--- src/design/idsp_pkg.sv ---
package idsp_pkg;

    // ****************************************
    // Address decode
    // ****************************************
    localparam int ADDR_W = 16;
    localparam int SW_W = 4;
    localparam logic [2:0] PORT_SPAN_BITS = 3'h3;
    localparam logic [ADDR_W-1:0] BLOCK_MASK = 16'hfff8;

    // Switch code 4'b1111 is all positions off; bit 3 is position 1, on = 0
    localparam logic [SW_W-1:0] SW_ALL_OFF = 4'hf;

    // Base pair table indexed by switch code (on = 0)
    localparam logic [ADDR_W-1:0] BASE1 [0:15] = '{
        16'h0000, 16'h03f8, 16'h03e8, 16'h02f8,
        16'h02f8, 16'h3220, 16'h4220, 16'h5220,
        16'h5220, 16'h0280, 16'h0300, 16'h0310,
        16'h0280, 16'h0290, 16'h0300, 16'h0000};
    localparam logic [ADDR_W-1:0] BASE2 [0:15] = '{
        16'h0000, 16'h02f8, 16'h02e8, 16'h02e8,
        16'h03e8, 16'h3228, 16'h4228, 16'h5228,
        16'h4220, 16'h0290, 16'h0308, 16'h0318,
        16'h0288, 16'h0298, 16'h0280, 16'h0000};
    localparam logic [15:0] ROW_VALID = 16'h7ffe;

    // ****************************************
    // Interrupt lines
    // ****************************************
    localparam int IRQ_W = 16;
    localparam logic [IRQ_W-1:0] IRQ_SUPPORTED = 16'h9cbc;
    localparam int IRQ_SEL_W = 4;
    localparam logic [IRQ_SEL_W-1:0] IRQ_NONE = 4'h0;

    // ****************************************
    // Clock divide
    // ****************************************
    typedef enum logic [1:0] {IDSP_DIV4, IDSP_DIV2, IDSP_DIV1, IDSP_DIVX} idsp_div_t;
    localparam logic [1:0] DIV4_LAST = 2'h3;
    localparam logic [1:0] DIV2_LAST = 2'h1;
    localparam logic [1:0] DIV1_LAST = 2'h0;

    // ****************************************
    // UART capacity
    // ****************************************
    localparam int FIFO_DEPTH = 32;

    // ****************************************
    // Bus
    // ****************************************
    localparam logic [2:0] REG_ISTAT = 3'h0;
    localparam logic [2:0] REG_IMASK = 3'h1;
    localparam logic [2:0] REG_CFG = 3'h2;
    localparam logic [2:0] REG_DEPTH = 3'h3;
    localparam logic [7:0] EV_BITS = 8'h03;

endpackage

--- src/design/idsp_decode.sv ---
`timescale 1ns/1ps
// Functional notes
// Each enabled port decodes eight consecutive I/O addresses at its base.
// Four switch positions select a fixed pair of port bases.
// All switch positions off: neither port decodes anything.
// Second port enabled while its jumper is fitted.
// Second port disabled: only first port base answers.
// Each port's request routes to one supported ISA line.
// No line selected: no bus line driven for that port.
// Normal mode: port drives its own dedicated line actively.
// Shared mode: ports on one line do not contend.
// Integrator fits exactly one pull-down per shared line.
// Shared mode without pull-down cannot raise an interrupt.
// Each port's UART clock divides by 4, 2 or 1.
// Divide 4 gives 115.2K max, by 2 230.4K, by 1 460.8K.
// Each port's UART has programmable format and 32 byte FIFOs.
// Host uses 16 bit slot to reach lines 10, 11, 12, 15.
// DTE: drive TD, RTS, DTR; sample RD, DCD, DSR, CTS, RI.
// Shared mode drives line only while requesting, else releases.
// No port selection while DMA address enable is asserted.
module idsp_decode (
    // Clock, enable, reset
    input wire logic i_mclk,
    input wire logic i_ce,
    input wire logic i_sys_rst,
    // ISA I/O cycle
    input wire logic [idsp_pkg::ADDR_W-1:0] i_isa_addr,
    input wire logic i_isa_aen,
    input wire logic i_isa_ior_n,
    input wire logic i_isa_iow_n,
    // Straps
    input wire logic [idsp_pkg::SW_W-1:0] i_address_pair_select_switch,
    input wire logic i_second_port_enable_jumper,
    input wire logic [idsp_pkg::IRQ_SEL_W-1:0] i_first_port_irq_line_select,
    input wire logic [idsp_pkg::IRQ_SEL_W-1:0] i_second_port_irq_line_select,
    input wire logic [1:0] i_interrupt_sharing_mode_select,
    input wire logic [1:0] i_first_port_clock_divide_select,
    input wire logic [1:0] i_second_port_clock_divide_select,
    // UART side
    input wire logic [1:0] i_uart_irq,
    input wire logic [1:0] i_uart_ref_clk,
    output logic [1:0] o_uart_cs,
    output logic [2:0] o_uart_reg,
    output logic [1:0] o_uart_clk_en,
    // ISA interrupt lines, tri-state as two signals
    output logic [idsp_pkg::IRQ_W-1:0] o_isa_irq,
    output logic [idsp_pkg::IRQ_W-1:0] o_isa_irq_oe_n,
    // Line side, first then second port connector
    input wire logic [1:0] i_uart_td,
    input wire logic [1:0] i_uart_rts,
    input wire logic [1:0] i_uart_dtr,
    output logic [1:0] o_td,
    output logic [1:0] o_rts,
    output logic [1:0] o_dtr,
    input wire logic [1:0] i_rd,
    input wire logic [1:0] i_dcd,
    input wire logic [1:0] i_dsr,
    input wire logic [1:0] i_cts,
    input wire logic [1:0] i_ri,
    output logic [1:0] o_uart_rd,
    output logic [4:0] o_modem_status [0:1],
    // Glue register port
    input wire logic [2:0] i_reg_addr,
    input wire logic [7:0] i_reg_wdata,
    input wire logic i_reg_wr,
    input wire logic i_reg_rd,
    output logic [7:0] o_reg_rdata,
    output logic o_irq
);

    // ****************************************
    // Address decode
    // ****************************************
    logic [idsp_pkg::ADDR_W-1:0] base1;
    logic [idsp_pkg::ADDR_W-1:0] base2;
    logic row_ok;
    logic port2_on;
    logic [1:0] hit;
    logic cycle;
    logic access_miss;
    logic cfg_force_off;

    // Table lookup of the base pair
    assign base1 = idsp_pkg::BASE1[i_address_pair_select_switch];
    assign base2 = idsp_pkg::BASE2[i_address_pair_select_switch];
    assign row_ok = idsp_pkg::ROW_VALID[i_address_pair_select_switch] && !cfg_force_off;
    assign port2_on = i_second_port_enable_jumper;
    assign cycle = !i_isa_aen && (!i_isa_ior_n || !i_isa_iow_n);

    // Eight-location window compare per port
    always_comb begin
        hit[0] = row_ok && cycle && ((i_isa_addr & idsp_pkg::BLOCK_MASK) == base1);
        hit[1] = row_ok && cycle && port2_on && ((i_isa_addr & idsp_pkg::BLOCK_MASK) == base2);
        // Port 1 wins an overlapping pair so only one UART drives the data bus
        if (hit[0]) begin
            hit[1] = 1'b0;
        end
    end

    assign o_uart_cs = hit;
    assign o_uart_reg = i_isa_addr[idsp_pkg::PORT_SPAN_BITS-3'h1:0];
    assign access_miss = cycle && !(|hit);

    // ****************************************
    // Interrupt routing
    // ****************************************
    logic [idsp_pkg::IRQ_SEL_W-1:0] irq_sel [0:1];
    assign irq_sel[0] = i_first_port_irq_line_select;
    assign irq_sel[1] = i_second_port_irq_line_select;

    // Drive or release each ISA line from the two ports
    always_comb begin
        o_isa_irq = '0;
        o_isa_irq_oe_n = '1;
        for (int p = 0; p < 2; p++) begin
            if (irq_sel[p] != idsp_pkg::IRQ_NONE && idsp_pkg::IRQ_SUPPORTED[irq_sel[p]]
                && (p == 0 || port2_on)) begin
                if (!i_interrupt_sharing_mode_select[p]) begin
                    // Normal: totem-pole drive of the line at all times
                    o_isa_irq[irq_sel[p]] = i_uart_irq[p];
                    o_isa_irq_oe_n[irq_sel[p]] = 1'b0;
                end else if (i_uart_irq[p]) begin
                    // Shared: only high is driven, pull-down gives idle low
                    o_isa_irq[irq_sel[p]] = 1'b1;
                    o_isa_irq_oe_n[irq_sel[p]] = 1'b0;
                end
            end
        end
    end

    // ****************************************
    // Reference clock divide
    // ****************************************
    logic [1:0] div_cnt [0:1];
    logic [1:0] ref_q [0:1];
    logic [1:0] div_last [0:1];
    logic [1:0] div_sel [0:1];
    assign div_sel[0] = i_first_port_clock_divide_select;
    assign div_sel[1] = i_second_port_clock_divide_select;

    // Ratio selection per port
    always_comb begin
        for (int p = 0; p < 2; p++) begin
            case (idsp_pkg::idsp_div_t'(div_sel[p]))
                idsp_pkg::IDSP_DIV4: div_last[p] = idsp_pkg::DIV4_LAST;
                idsp_pkg::IDSP_DIV2: div_last[p] = idsp_pkg::DIV2_LAST;
                idsp_pkg::IDSP_DIV1: div_last[p] = idsp_pkg::DIV1_LAST;
                default: div_last[p] = idsp_pkg::DIV4_LAST;
            endcase
        end
    end

    // Count reference edges, one enable per divided period
    always_ff @(posedge i_mclk) begin
        for (int p = 0; p < 2; p++) begin
            if (i_sys_rst) begin
                ref_q[p] <= 2'h0;
                div_cnt[p] <= 2'h0;
                o_uart_clk_en[p] <= 1'b0;
            end else if (i_ce) begin
                ref_q[p] <= {ref_q[p][0], i_uart_ref_clk[p]};
                o_uart_clk_en[p] <= 1'b0;
                if (ref_q[p][0] && !ref_q[p][1]) begin
                    if (div_cnt[p] >= div_last[p]) begin
                        div_cnt[p] <= 2'h0;
                        o_uart_clk_en[p] <= 1'b1;
                    end else begin
                        div_cnt[p] <= div_cnt[p] + 2'h1;
                    end
                end
            end
        end
    end

    // ****************************************
    // Line side as DTE
    // ****************************************
    // Outputs registered, inputs registered and passed to the UART cores
    always_ff @(posedge i_mclk) begin
        if (i_sys_rst) begin
            o_td <= 2'h3;
            o_rts <= 2'h0;
            o_dtr <= 2'h0;
            o_uart_rd <= 2'h3;
            o_modem_status[0] <= 5'h00;
            o_modem_status[1] <= 5'h00;
        end else if (i_ce) begin
            o_td <= i_uart_td;
            o_rts <= i_uart_rts;
            o_dtr <= i_uart_dtr;
            o_uart_rd <= i_rd;
            for (int p = 0; p < 2; p++) begin
                o_modem_status[p] <= {i_dcd[p], i_dsr[p], i_cts[p], i_ri[p], i_rd[p]};
            end
        end
    end

    // ****************************************
    // Glue status, mask and config registers
    // ****************************************
    logic [7:0] istat;
    logic [7:0] imask;
    logic [7:0] ev;
    logic mis_q;
    logic [1:0] uirq_q;

    // Events: decode miss (rising) and any UART request rising
    assign ev = {6'h00, |(i_uart_irq & ~uirq_q), access_miss && !mis_q};

    // Edge history of event sources
    always_ff @(posedge i_mclk) begin
        if (i_sys_rst) begin
            mis_q <= 1'b0;
            uirq_q <= 2'h0;
        end else if (i_ce) begin
            mis_q <= access_miss;
            uirq_q <= i_uart_irq;
        end
    end

    // Sticky status, write one to clear, set wins
    always_ff @(posedge i_mclk) begin
        if (i_sys_rst) begin
            istat <= 8'h00;
        end else if (i_ce) begin
            if (i_reg_wr && i_reg_addr == idsp_pkg::REG_ISTAT) begin
                istat <= ((istat & ~i_reg_wdata) | ev) & idsp_pkg::EV_BITS;
            end else begin
                istat <= (istat | ev) & idsp_pkg::EV_BITS;
            end
        end
    end

    // Mask and config writes
    always_ff @(posedge i_mclk) begin
        if (i_sys_rst) begin
            imask <= 8'h00;
            cfg_force_off <= 1'b0;
        end else if (i_ce && i_reg_wr) begin
            if (i_reg_addr == idsp_pkg::REG_IMASK) begin
                imask <= i_reg_wdata & idsp_pkg::EV_BITS;
            end
            if (i_reg_addr == idsp_pkg::REG_CFG) begin
                cfg_force_off <= i_reg_wdata[0];
            end
        end
    end

    // Read data, one cycle after the strobe, zero elsewhere
    always_ff @(posedge i_mclk) begin
        if (i_sys_rst) begin
            o_reg_rdata <= 8'h00;
        end else if (i_ce) begin
            o_reg_rdata <= 8'h00;
            if (i_reg_rd) begin
                case (i_reg_addr)
                    idsp_pkg::REG_ISTAT: o_reg_rdata <= istat;
                    idsp_pkg::REG_IMASK: o_reg_rdata <= imask;
                    idsp_pkg::REG_CFG: o_reg_rdata <= {port2_on, row_ok, 5'h00, cfg_force_off};
                    // Read-only depth of each UART FIFO, same for receive and transmit
                    idsp_pkg::REG_DEPTH: o_reg_rdata <= 8'(idsp_pkg::FIFO_DEPTH);
                    default: o_reg_rdata <= 8'h00;
                endcase
            end
        end
    end

    // Level interrupt, high while an unmasked status bit is set
    assign o_irq = |(istat & imask);

    // ****************************************
    // Checks
    // ****************************************
    a_dma_no_select: assert property (@(posedge i_mclk) disable iff (i_sys_rst)
        i_isa_aen |-> o_uart_cs == 2'h0) else $error("Port selected during DMA");
    a_off_no_decode: assert property (@(posedge i_mclk) disable iff (i_sys_rst)
        i_address_pair_select_switch == idsp_pkg::SW_ALL_OFF |-> o_uart_cs == 2'h0)
        else $error("Decode with switches off");
    a_p2_disabled: assert property (@(posedge i_mclk) disable iff (i_sys_rst)
        !i_second_port_enable_jumper |-> !o_uart_cs[1]) else $error("Port two decoded while off");
    a_p1_window: assert property (@(posedge i_mclk) disable iff (i_sys_rst)
        o_uart_cs[0] |-> (i_isa_addr & idsp_pkg::BLOCK_MASK) == base1) else $error("Port one outside window");
    a_no_line_drive: assert property (@(posedge i_mclk) disable iff (i_sys_rst)
        i_first_port_irq_line_select == idsp_pkg::IRQ_NONE && i_second_port_irq_line_select == idsp_pkg::IRQ_NONE
        |-> o_isa_irq_oe_n == '1) else $error("Line driven with none selected");
    a_shared_release: assert property (@(posedge i_mclk) disable iff (i_sys_rst)
        (i_interrupt_sharing_mode_select == 2'h3 && i_uart_irq == 2'h0) |-> o_isa_irq_oe_n == '1)
        else $error("Shared line held while idle");
    a_normal_drive: assert property (@(posedge i_mclk) disable iff (i_sys_rst)
        (!i_interrupt_sharing_mode_select[0] && idsp_pkg::IRQ_SUPPORTED[i_first_port_irq_line_select])
        |-> !o_isa_irq_oe_n[i_first_port_irq_line_select]) else $error("Normal line not driven");
    a_unsupported_line: assert property (@(posedge i_mclk) disable iff (i_sys_rst)
        (o_isa_irq_oe_n | idsp_pkg::IRQ_SUPPORTED) == '1) else $error("Unsupported line driven");
    a_div1_rate: assert property (@(posedge i_mclk) disable iff (i_sys_rst || !i_ce)
        (i_first_port_clock_divide_select == 2'h2 && ref_q[0] == 2'h1) |=> o_uart_clk_en[0])
        else $error("Divide by one missed edge");
    a_dte_out: assert property (@(posedge i_mclk) disable iff (i_sys_rst || !i_ce)
        1'b1 |=> o_td == $past(i_uart_td)) else $error("Transmit data not passed");

endmodule

--- config.mk ---
export PLATFORM = sky130hd
export DESIGN_NAME = idsp_decode
export DESIGN_NICKNAME = d
export VERILOG_FILES = /design/src/design/idsp_pkg.sv /design/src/design/idsp_decode.sv
export SDC_FILE = /design/constraint.sdc
export NUM_CORES = 1
export LEC_CHECK = 0
export ABC_AREA = 1
export BUFFER_PORTS_ARGS = -buffer_cell sky130_fd_sc_hd__buf_2
export CAP_MARGIN = 15
export CORE_UTILIZATION = 53
export DETAILED_ROUTE_END_ITERATION = 10
export GPL_TIMING_DRIVEN = 0
export PLACE_DENSITY = 0.87
export SYNTH_ARGS = -nofsm -noshare
export SYNTH_HDL_FRONTEND = slang
export SYNTH_SLANG_ARGS = --single-unit
--- constraint.sdc ---
create_clock -name i_mclk -period 3.05 [get_ports i_mclk]
set_clock_uncertainty 0.05 [all_clocks]
set_input_delay 0.4575 -clock i_mclk [delete_from_list [all_inputs] [get_ports i_mclk]]
set_output_delay 0.4575 -clock i_mclk [all_outputs]
set_load 0.05 [all_outputs]
* After elaboration in Yosys (flattened, before gate mapping)
Memories as Yosys holds them, arrays and structs flattened.
Index checks and enable logic that the tools add are counted.
** Word-level totals
- Memories :: 7
- Word-level logic and storage cells :: 153
- Register bits after elaboration :: 36
- Output and inout bits :: 66
- Bits of input ports :: 74
- Memory bits (writable) :: 8
- ROM bits :: 560
** Memories
- (name not given) :: depth 16, bits a word 16, rd ports 1, clocked after memory_dff 0, write ports 0, line idsp_decode.sv:85 : assign base2 = idsp_pkg::BASE2[i_address_pair_select_switch];
- (name not given) :: depth 16, bits a word 16, rd ports 1, clocked after memory_dff 0, write ports 0, line idsp_decode.sv:84 : assign base1 = idsp_pkg::BASE1[i_address_pair_select_switch];
- (name not given) :: depth 16, bits a word 1, rd ports 1, clocked after memory_dff 0, write ports 0, line idsp_decode.sv:116 : if (irq_sel[p] != idsp_pkg::IRQ_NONE && idsp_pkg::IRQ_SUPPORTED[irq_sel[p]]
- (name not given) :: depth 16, bits a word 1, rd ports 1, clocked after memory_dff 0, write ports 0, line idsp_decode.sv:116
- (name not given) :: depth 16, bits a word 1, rd ports 1, clocked after memory_dff 0, write ports 0, line idsp_decode.sv:86 : assign row_ok = idsp_pkg::ROW_VALID[i_address_pair_select_switch] && !cfg_force_off;
- div_cnt :: depth 2, bits a word 2, rd ports 2, clocked after memory_dff 0, write ports 2, line idsp_decode.sv:134 : logic [1:0] div_cnt [0:1];
- +1 memories
** Cells by class
- Reduce and logical (&&, ||, !) cells :: 34
- $add $sub $neg :: 2
- Equal/unequal tests :: 9
- Magnitude comparators :: 8
- Bitwise gates (word level) :: 19
- Muxes and demuxes :: 61
** Operators by type and width (number)
- 16-bit 2-to-1 mux :: 16
- 16-bit AND :: 2
- 16-bit == test :: 2
- 16-bit NOT :: 2
- 8-bit case mux with 4 select lines :: 1
- 1-bit 2-to-1 mux :: 31
- 1-bit logical AND :: 17
- 16-bit bitwise mux :: 1
- 16-bit OR :: 1
- 4-bit by 5-bit < comparator with 1-bit output, second input constant :: 3
- 2-bit 2-to-1 mux :: 7
- 1-bit demux with 4-bit select :: 2
- 4-bit by 1-bit greater-or-equal comparator with 1-bit output, second input constant :: 2
- 1-bit zero test :: 8
- 8-bit 2-to-1 mux :: 1
- 2-bit case mux with 2 select lines :: 2
- 4-bit nonzero test :: 2
- 8-bit OR reduction :: 1
- 2-bit AND :: 3
- 3-bit by 2-bit == test with 1-bit output, second input constant :: 2
- 1-bit OR :: 6
- 5-bit greater-or-equal comparator, second input constant :: 1
- 4-bit NOT with 5-bit output :: 1
- 2-bit by 1-bit adder with 2-bit output, second input constant :: 2
- 10 further kinds :: 17

* Logic depth before layout (Yosys ltp)
Gate-level depths: netlist of the first run.
- Word-level depth :: 13
- Mapped depth :: 14

* Worst setup path before layout of the first run
OpenSTA, ideal clock, no wires.
- Path type :: input to output
- From :: in i_address_pair_select_switch[1] (netlist bit)
- To :: out o_uart_cs[1]
- Data required time :: 2542 ps
- Slack :: 40 ps
- Arrival :: 2503 ps
- Stages :: 11
- Path through :: inv_1 > ha_1 > inv_1 > nand2_2 > nand3_2 > nand2_1 > nand2_1 > nor2_2 > nand4_1 > nor3_2 > nor2_1
** Between the ends
- Cells in the longest elaborated chain, start to end :: 7
- Elaborated cells on any way between the ends :: 17
- Classes of those cells :: eq/ne (2); mux (6); bitwise (1); reduce/logical (5); memory (3)
** Ends and longest elaborated chain
- start, declared :: line idsp_decode.sv:32 : input wire logic [idsp_pkg::SW_W-1:0] i_address_pair_select_switch,
- 4-bit NOT with 5-bit output (implied by the code) :: line idsp_decode.sv:84
- memory read 16 x 16 bit
- 16-bit 2-to-1 mux (implied by the code) (2 in a row) :: line idsp_decode.sv:84
- 16-bit == test :: line idsp_decode.sv:92 : hit[0] = row_ok && cycle && ((i_isa_addr & idsp_pkg::BLOCK_MASK) == base1);
- 1-bit logical AND (*) :: line idsp_decode.sv:92
- via o_uart_cs[0] :: line idsp_decode.sv:42 : output logic [1:0] o_uart_cs,
- 1-bit 2-to-1 mux (*) :: line idsp_decode.sv:95 : if (hit[0]) begin
- end, declared :: line idsp_decode.sv:42
Mark *: on every way through the listed nets, which the timed path passes. The rest lies on a longest branch. The select of a mux whose other input is x is not followed.

* Worst setup path after layout of the first run
- From :: in i_first_port_irq_line_select[0] (netlist bit)
- To :: out o_isa_irq_oe_n[14] (netlist bit)
** Between the ends
- Cells in the longest elaborated chain, start to end :: 12
- Elaborated cells on any way between the ends :: 17
- Classes of those cells :: order compare (2); mux (9); bitwise (2); reduce/logical (3); memory (1)
** Ends and longest elaborated chain
- start, declared :: line idsp_decode.sv:34 : input wire logic [idsp_pkg::IRQ_SEL_W-1:0] i_first_port_irq_line_select,
- 4-bit by 5-bit < comparator with 1-bit output (implied by the code) or 4-bit by 1-bit greater-or-equal comparator with 1-bit output (tied branches) :: line idsp_decode.sv:121, idsp_decode.sv:125
- 1-bit logical AND (implied by the code) :: line idsp_decode.sv:121, idsp_decode.sv:125
- 1-bit 2-to-1 mux (implied by the code) :: line idsp_decode.sv:121, idsp_decode.sv:125
- 1-bit demux with 4-bit select :: line idsp_decode.sv:121, idsp_decode.sv:125
- 16-bit NOT (no source line)
- 16-bit 2-to-1 mux :: line idsp_decode.sv:122 : end else if (i_uart_irq[p]) begin
- 16-bit 2-to-1 mux :: line idsp_decode.sv:118 : if (!i_interrupt_sharing_mode_select[p]) begin
- 16-bit 2-to-1 mux (*) :: line idsp_decode.sv:116
- 16-bit AND (no source line)
- 16-bit 2-to-1 mux :: line idsp_decode.sv:122
- 16-bit 2-to-1 mux :: line idsp_decode.sv:118
- 16-bit 2-to-1 mux (*) :: line idsp_decode.sv:116
- end, declared :: line idsp_decode.sv:47 : output logic [idsp_pkg::IRQ_W-1:0] o_isa_irq_oe_n,
Mark *: on every way between the ends. The rest lies on a longest branch, timed or not. The select of a mux whose other input is x is not followed.

==> impl_results.md, run 1 <==
- Synth unique cells: 35
- Worst hold-check slack: 0.314 ns
- Number of cells on the worst reg-to-reg path: 6
- Fraction of layout cells with a size suffix above 1: 24.7%
- Setup repair bufs after CTS: 0
- Final min period: 2.82 ns
- Slew Limit Fails: 0
- Most numerous cell in the Yosys netlist: sky130_fd_sc_hd__nand2_1
- Wire length per cell after detailed routing: 12.5 microns
- Pin count of the biggest net entering global routing: 13
- Unrepaired setup endpoints after global routing: false
- HPWL after detailed placement: 7.43 mm
- Crit path capture type: primary output
- Crit path cell chain: buf_2 -> inv_1 -> ha_1 -> a21oi_1 -> o21ai_0 -> a21oi_2 -> o21ai_1 -> buf_2 -> o211a_1 -> buf_2
- Minimum setup slack among reg-to-reg paths: 1.30 ns
- Cell Area, Synth: 3340 sq um
- Final antenna-violating net count: 0
- Area occupied by multi-input gates: 2060 sq um
- Required time of the critical path: 2.54 ns
- Fill cells: 534
- Via density per instance: 5.29
- Largest fanout on the critical path: 10
- R2r endpoint: div_cnt[0][0]$_SDFFCE_PN0P_
- Hold violation total from the final report: 0
- Crit share post-route: 92.4%
- Net count of the finished layout: 758
- Number of CTS-inserted buffers: 5
- Clock Tree Buf Depth: 2
- Area growth, synth to finish: 25.1%
- Buffers on Ports: 124
- Insertion delay to the later sink of the worst-skew pair: 0.30 ns
- Count of unresolved DRC violations after routing: 0
- Die span in x: 81.4 microns
- Type of the most critical hold path: in2reg
- Antenna Cells: 0
- Most area-consuming cells after synthesis: sky130_fd_sc_hd__dfxtp_1, sky130_fd_sc_hd__nand2_1, sky130_fd_sc_hd__ha_1
- Part of the total power dissipated in combinational logic: 31.5%
- Number of top-level design ports: 140
- Kind of start point of the critical path: input port
- Pre-CTS setup slack: 0.234 ns
- Maximum clock frequency: 355 MHz
- Weighted congestion at the end of routability-driven global placement: 0.918
- Leakage power summed over all cells: 2.28 nW
- Count of clock tree sinks: 41
- Height of the die: 81.4 microns
- Commonest cells in the netlist: sky130_fd_sc_hd__nand2_1, sky130_fd_sc_hd__nor2_1, sky130_fd_sc_hd__inv_1
- Total gr overflow: 0
- Capture point of the critical path: o_isa_irq_oe_n[14]
- Post-route setup slack: 0.232 ns
- Vias in the first global route: 3293
- Effective utilization at floorplan: 55.7%
- Pwr dens: 357 nW/um^2
- Share of synthesized registers carrying an async set or reset: 0%
- VDD IR max: 0.000380 V
- Dominant cell type by area after synthesis: sky130_fd_sc_hd__dfxtp_1
- Clock slew seen by the registers of the worst setup and hold paths: 0.08 ns
- Die area: 6620 sq um
- Status: finished, final reports clean
- Register area share after synthesis: 27.0%
- Total of endpoints with negative setup slack in the final report: 0
- Final wirelength: 9.24 mm
- Max cap viols: 0
- Longest individual stage delay on the worst path: 0.32 ns
- Worst-path cell with the longest stage delay: sky130_fd_sc_hd__buf_2
- All-layer global routing usage: 27.8%
- Synth top area share: 19.8%
- FF/Latch Area: 901 sq um
- Post-synth EDFFs: 8
- Part of the total power dissipated in sequential elements: 40.1%
- Antenna violations before repair: 0
- Seq cells post-synth: 41
- Number of warnings printed during yosys synthesis: 0
- Synthesized instance count: 528
- Post_cts resized: 0
- # hold bufs at CTS: 0
- Iteration-0 DRC Markers: 170
- Switching power summed over all nets: 0.530 mW
- Predominant post-synthesis flop cell: sky130_fd_sc_hd__dfxtp_1
- Depth of the CTS H-tree: 2
- Number of rows created at floorplan: 28
- Crit path from: i_first_port_irq_line_select[0]
- Post-synthesis area per instance: 6.32 sq um
- Global-route wire length before repair: 14.4 mm
- Total core area: 5990 sq um
- Data arrival time at the worst-slack endpoint: 2.31 ns
- Overall via count from detail_route: 3903
- Design area: 4180 sq um
- Placed instance area: 4070 sq um
- Clock Root Buffer: sky130_fd_sc_hd__clkbuf_8
- Switching Share: 35.6%
- TritonCTS clock tree: done
- First-pass DRT Iterations: 5
- Cell repeated most along the worst path: sky130_fd_sc_hd__buf_2
- Fin Setup TNS: 0 ns
- Reg2reg start: div_cnt[0][1]$_SDFFCE_PN0P_
- Internal power: 0.960 mW
- WS Path Type: in2out
- Part of the power in the clock network: 28.5%
==> worst max-delay path, delay by kind of cell <==
kind	cells	cell delay, ns
fa+ha+maj	1	0.25
buf+inv	4	0.80
compound gates	5	0.80
==> worst min-delay path by stage <==
stage	slack, ns	endpoint	cells after the start	startpoint
finish	0.31	o_modem_status[1]$_SDFFE_PP0P_	2	i_ri[1]
global route	0.31	o_modem_status[1]$_SDFFE_PP0P_	2	i_ri[1]
CTS	0.31	o_modem_status[1]$_SDFFE_PP0P_	2	i_ri[1]
detailed placement	0.40	o_reg_rdata[5]$_SDFFE_PP0P_	2	o_reg_rdata[5]$_SDFFE_PP0P_
global placement	0.39	uirq_q[0]$_SDFFE_PP0P_	2	uirq_q[0]$_SDFFE_PP0P_
floorplan	0.38	uirq_q[0]$_SDFFE_PP0P_	2	uirq_q[0]$_SDFFE_PP0P_
==> placed cells by master, fill, tap and decap left out, drive strengths merged <==
cell type  instances
nand2            175
nand4             11
o22ai              2
o22a               2
buf              141
a22o              13
nor4               1
nor3               2
ha                22
nor2              71
dfxtp             33
o2111ai            1
clkbuf            12
a32o               2
o21ai             13
conb               5
o211ai             1
xnor2              2
nand3b             1
a211oi             1
nand3             49
o211a             14
or2                1
edfxtp             8
a21oi             12
inv               68
==> final cells by class <==
class / instances / area share [%]
plain buffers: 21 / 3.15
clock buffers: 8 / 2.67
inverters: 68 / 6.11
multi-input cells: 401 / 49.4
flip-flops and latches: 41 / 21.6
well taps: 75 / 2.25
repair buffers: 124 / 14.9
==> power by group through the flow <==
stage / registers, mW / clock network [mW] / logic, mW
final: 0.597 / 0.424 / 0.469
after global routing: 0.600 / 0.446 / 0.514
after CTS: 0.597 / 0.429 / 0.466
after detailed placement: 0.609 / 0 / 0.464
after global placement: 0.607 / 0 / 0.451
after floorplan: 0.661 / 0 / 0.273
==> flip-flops by register name, summed over array words and instances, names as in the netlist <==
signal and flops:
o_modem_status 10, o_reg_rdata 5, div_cnt 4, ref_q 4, imask 2, istat 2
o_dtr 2, o_rts 2, o_td 2, o_uart_clk_en 2, o_uart_rd 2, uirq_q 2
cfg_force_off 1, mis_q 1
==> cells by family after synthesis <==
logic type	Yosys count	synth area share [%]
fa+ha+maj	22	8.24
xor+xnor	2	0.525
flops	41	27.0
simple gates	311	38.8
buf+inv	89	11.6
compound gates	61	13.7
other cells	2	0.225
==> metrics by stage <==
step / utilization [%] / instances / power, mW
2_1_floorplan: - / 531 / 0.935
3_3_place_gp: 67.9 / 730 / 1.06
3_5_place_dp: 67.9 / 730 / 1.07
4_1_cts: 69.7 / 738 / 1.49
5_1_grt: 69.7 / 738 / 1.56
6_report: 69.7 / 738 / 1.49
==> per-layer routing <==
| layer | wire length (microns) | global-route usage [%] | up-vias |
|---|---|---|---|
| met5 | 0 | 0 | - |
| met4 | 200 | 8.57 | 0 |
| met3 | 664 | 4.72 | 26 |
| met2 | 4510 | 48.5 | 200 |
| met1 | 3860 | 34.6 | 1711 |
| li1 | - | - | 1966 |
Note: power is estimated with default switching activity, not from simulation.
==> run 2, diff against run 1 <==
Settings changed: BUFFER_PORTS_ARGS -buffer_cell sky130_fd_sc_hd__buf_2 to -buffer_cell sky130_fd_sc_hd__buf_4, CORE_UTILIZATION 53 to 45, PLACE_DENSITY 0.87 to 0.88.
==> run 2 against run 1 <==
The flow now finishes with violations (design-rule violations). Sequential power barely moved. Global-route usage fell by 4.4 points. Wire length increased by 4.5%. Power is 9.9% higher. Cell count is 3.3% higher. Largest cell class unchanged. Critical path depth is 3 higher. Non-clock buffer count did not move. Sequential share of layout area down 1.7 points.
==> impl_results.md, run 2 (synthesized netlist as in run 1, its figures left out) <==
- Worst path buffer plus inverter count: 4 (unchanged)
- Most frequent cells in the layout: sky130_fd_sc_hd__nand2_1, sky130_fd_sc_hd__buf_4, sky130_fd_sc_hd__nor2_1, sky130_fd_sc_hd__inv_1, sky130_fd_sc_hd__nand3_1
- VDD IR max: 0.000307 V (-19%)
- Number of top-level design ports: 140 (unchanged)
- Pin count of the biggest net entering global routing: 15 (+2)
- Longest individual stage delay on the worst path: 0.30 ns (-0.02 ns)
- HPWL after detailed placement: 7.83 mm (+5.3%)
- Violated checks: design-rule violations
- Worst hold-check slack: 0.318 ns (+0.00435 ns)
- Final antenna-violating net count: 0 (unchanged)
- Unrepaired setup endpoints after global routing: false
- Clock Tree Buf Depth: 2 (unchanged)
- Clock slew seen by the registers of the worst setup and hold paths: 0.08 ns (about the same)
- Setup repair bufs after CTS: 0 (unchanged)
- WS Path Type: in2out
- Maximum clock frequency: 362 MHz (+1.9%)
- Depth of the CTS H-tree: 2 (unchanged)
- Vias in the first global route: 3470 (+5.4%)
- First-pass DRT Iterations: 8 (+3)
- Fin Setup TNS: 0 ns (unchanged)
- Global-route wire length before repair: 14.7 mm (+2.3%)
- Total gr overflow: 0 (unchanged)
- # hold bufs at CTS: 0 (unchanged)
- Die span in x: 88.1 microns (+8.3%)
- Clock Root Buffer: sky130_fd_sc_hd__clkbuf_8
- Antenna violations before repair: 0 (unchanged)
- Crit path capture type: primary output
- TritonCTS clock tree: done
- Count of placed standard cells in the final layout, fillers left out: 762 (+3.3%)
- Via density per instance: 5.15 (-2.7%)
- Total of endpoints with negative setup slack in the final report: 0 (unchanged)
- Largest register FFs: 10 (unchanged)
- Cell count after placement: 754 (+3.3%)
- Largest fanout on the critical path: 7 (-3)
- Total core area: 7210 sq um (+20%)
- Wire length per cell after detailed routing: 12.7 microns (+1.3%)
- Kind of start point of the critical path: input port
- Iteration-0 DRC Markers: 173 (+1.8%)
- Count of unresolved DRC violations after routing: 2 (+2)
- Biggest registers after layout: o_modem_status x10, o_reg_rdata x5
- Height of the die: 88.1 microns (+8.3%)
- Effective utilization at floorplan: 46.3% (-9.5 points)
- Overall via count from detail_route: 3922 (+0.49%)
- Reg with most FFs: o_modem_status
- Most common library cell in the layout ignoring fill and taps: sky130_fd_sc_hd__nand2_1
- Insertion delay to the later sink of the worst-skew pair: 0.30 ns (about the same)
- Top Family by Delay on Critical Path: simple AND/OR/NAND/NOR gates
- Status: finished, violations left
- Slew Limit Fails: 0 (unchanged)
- Post_cts resized: 0 (unchanged)
- Design Power: 1.64 mW (+9.9%)
- Fill cells: 645 (+21%)
- Count of clock tree sinks: 41 (unchanged)
- Max cap viols: 0 (unchanged)
- Required time of the critical path: 2.54 ns (about the same)
- Fraction of layout cells with a size suffix above 1: 24.9% (+0.15 points)
- Data arrival time at the worst-slack endpoint: 2.26 ns (-0.05 ns)
- Area growth, synth to finish: 36.0%
- Type of the most critical hold path: in2reg
- Die area: 7770 sq um (+17%)
- Crit path cell chain: buf_4 -> inv_1 -> ha_1 -> inv_1 -> nand2_2 -> nand3_2 -> nand2_1 -> nand2_1 -> nor2_2 -> nand4_1 -> nor3_2 -> nor2_1 -> buf_4
- Pwr dens: 360 nW/um^2 (+1.1%)
- Weighted congestion at the end of routability-driven global placement: 0.951 (+3.6%)
- All-layer global routing usage: 23.5% (-4.4 points)
- Hold violation total from the final report: 0 (unchanged)
- Worst-path cell with the longest stage delay: sky130_fd_sc_hd__ha_1
- Crit share post-route: 90.6% (-1.8 points)
- Final wirelength: 9.66 mm (+4.5%)
- Antenna Cells: 0 (unchanged)
- Number of CTS-inserted buffers: 5 (unchanged)
- Buffers on Ports: 124 (unchanged)
- Leakage power summed over all cells: 2.39 nW (+4.5%)
- Net count of the finished layout: 758 (unchanged)
- Number of rows created at floorplan: 31 (+11%)
- Final min period: 2.76 ns (-0.0535 ns)
==> run 2: cell types whose count changed in the layout (fill, tap and decap cells not counted), sizes merged <==
cell and change:
bufinv +2, clkbuf -3, inv +1
==> run 2: cell type report <==
class / instances / area, sq um / share of cell area (%)
multi-input combinational: 401 / 2060 / 45.4
timing repair buffer: 124 / 931 / 20.5
inverter: 68 / 255 / 5.62
buffer: 21 / 131 / 2.89
tap: 99 / 124 / 2.73
clock buffer: 5 / 68.8 / 1.51
sequential: 41 / 901 / 19.8
clock inverter: 3 / 68.8 / 1.51
==> run 2: through the flow <==
| stage | area (sq um) | setup WS, ns | util [%] |
|---|---|---|---|
| floorplan | 3350 | 0.0396 | - |
| global placement | 4410 | 0.344 | 61.1 |
| detailed placement | 4410 | 0.292 | 61.1 |
| CTS | 4540 | 0.290 | 63.0 |
| global route | 4540 | 0.0775 | 63.0 |
| finish | 4540 | 0.286 | 63.0 |
==> run 2: layer usage <==
metal | vias to the layer above | track usage, % | part of all wire, %
li1 | 1970 | - | -
met1 | 1729 | 27.7 | 40
met2 | 202 | 43.8 | 51
met3 | 21 | 3.58 | 7.7
met4 | 0 | 6.74 | 1.9
met5 | - | 0 | 0
==> run 2: where the power goes <==
group | internal (mW) | total [mW] | switching [mW]
clock network | 0.330 | 0.532 | 0.202
registers | 0.581 | 0.597 | 0.0156
logic | 0.184 | 0.509 | 0.325
total | 1.09 | 1.64 | 0.543
==> run 2: worst register-to-register path: stages (launching register included) <==
cell and delay (ns):
sky130_fd_sc_hd__edfxtp_1 0.43, sky130_fd_sc_hd__ha_1 0.32, sky130_fd_sc_hd__inv_1 0.06, sky130_fd_sc_hd__nor2_1 0.03, sky130_fd_sc_hd__a211oi_1 0.26, sky130_fd_sc_hd__nand3_1 0.17
sky130_fd_sc_hd__nand3_1 0.16
==> run 2: worst paths after layout <==
kind | start | cells after the start | slack (ns) | end
min reg2reg | o_modem_status[0]$_SDFFE_PP0P_ | 2 | 0.42 | o_modem_status[0]$_SDFFE_PP0P_
max | i_address_pair_select_switch[1] | 13 | 0.29 | o_uart_cs[1]
max reg2reg | div_cnt[0][1]$_SDFFCE_PN0P_ | 6 | 1.28 | div_cnt[0][1]$_SDFFCE_PN0P_
min | i_uart_rts[0] | 2 | 0.32 | o_rts[0]$_SDFFE_PP0P_
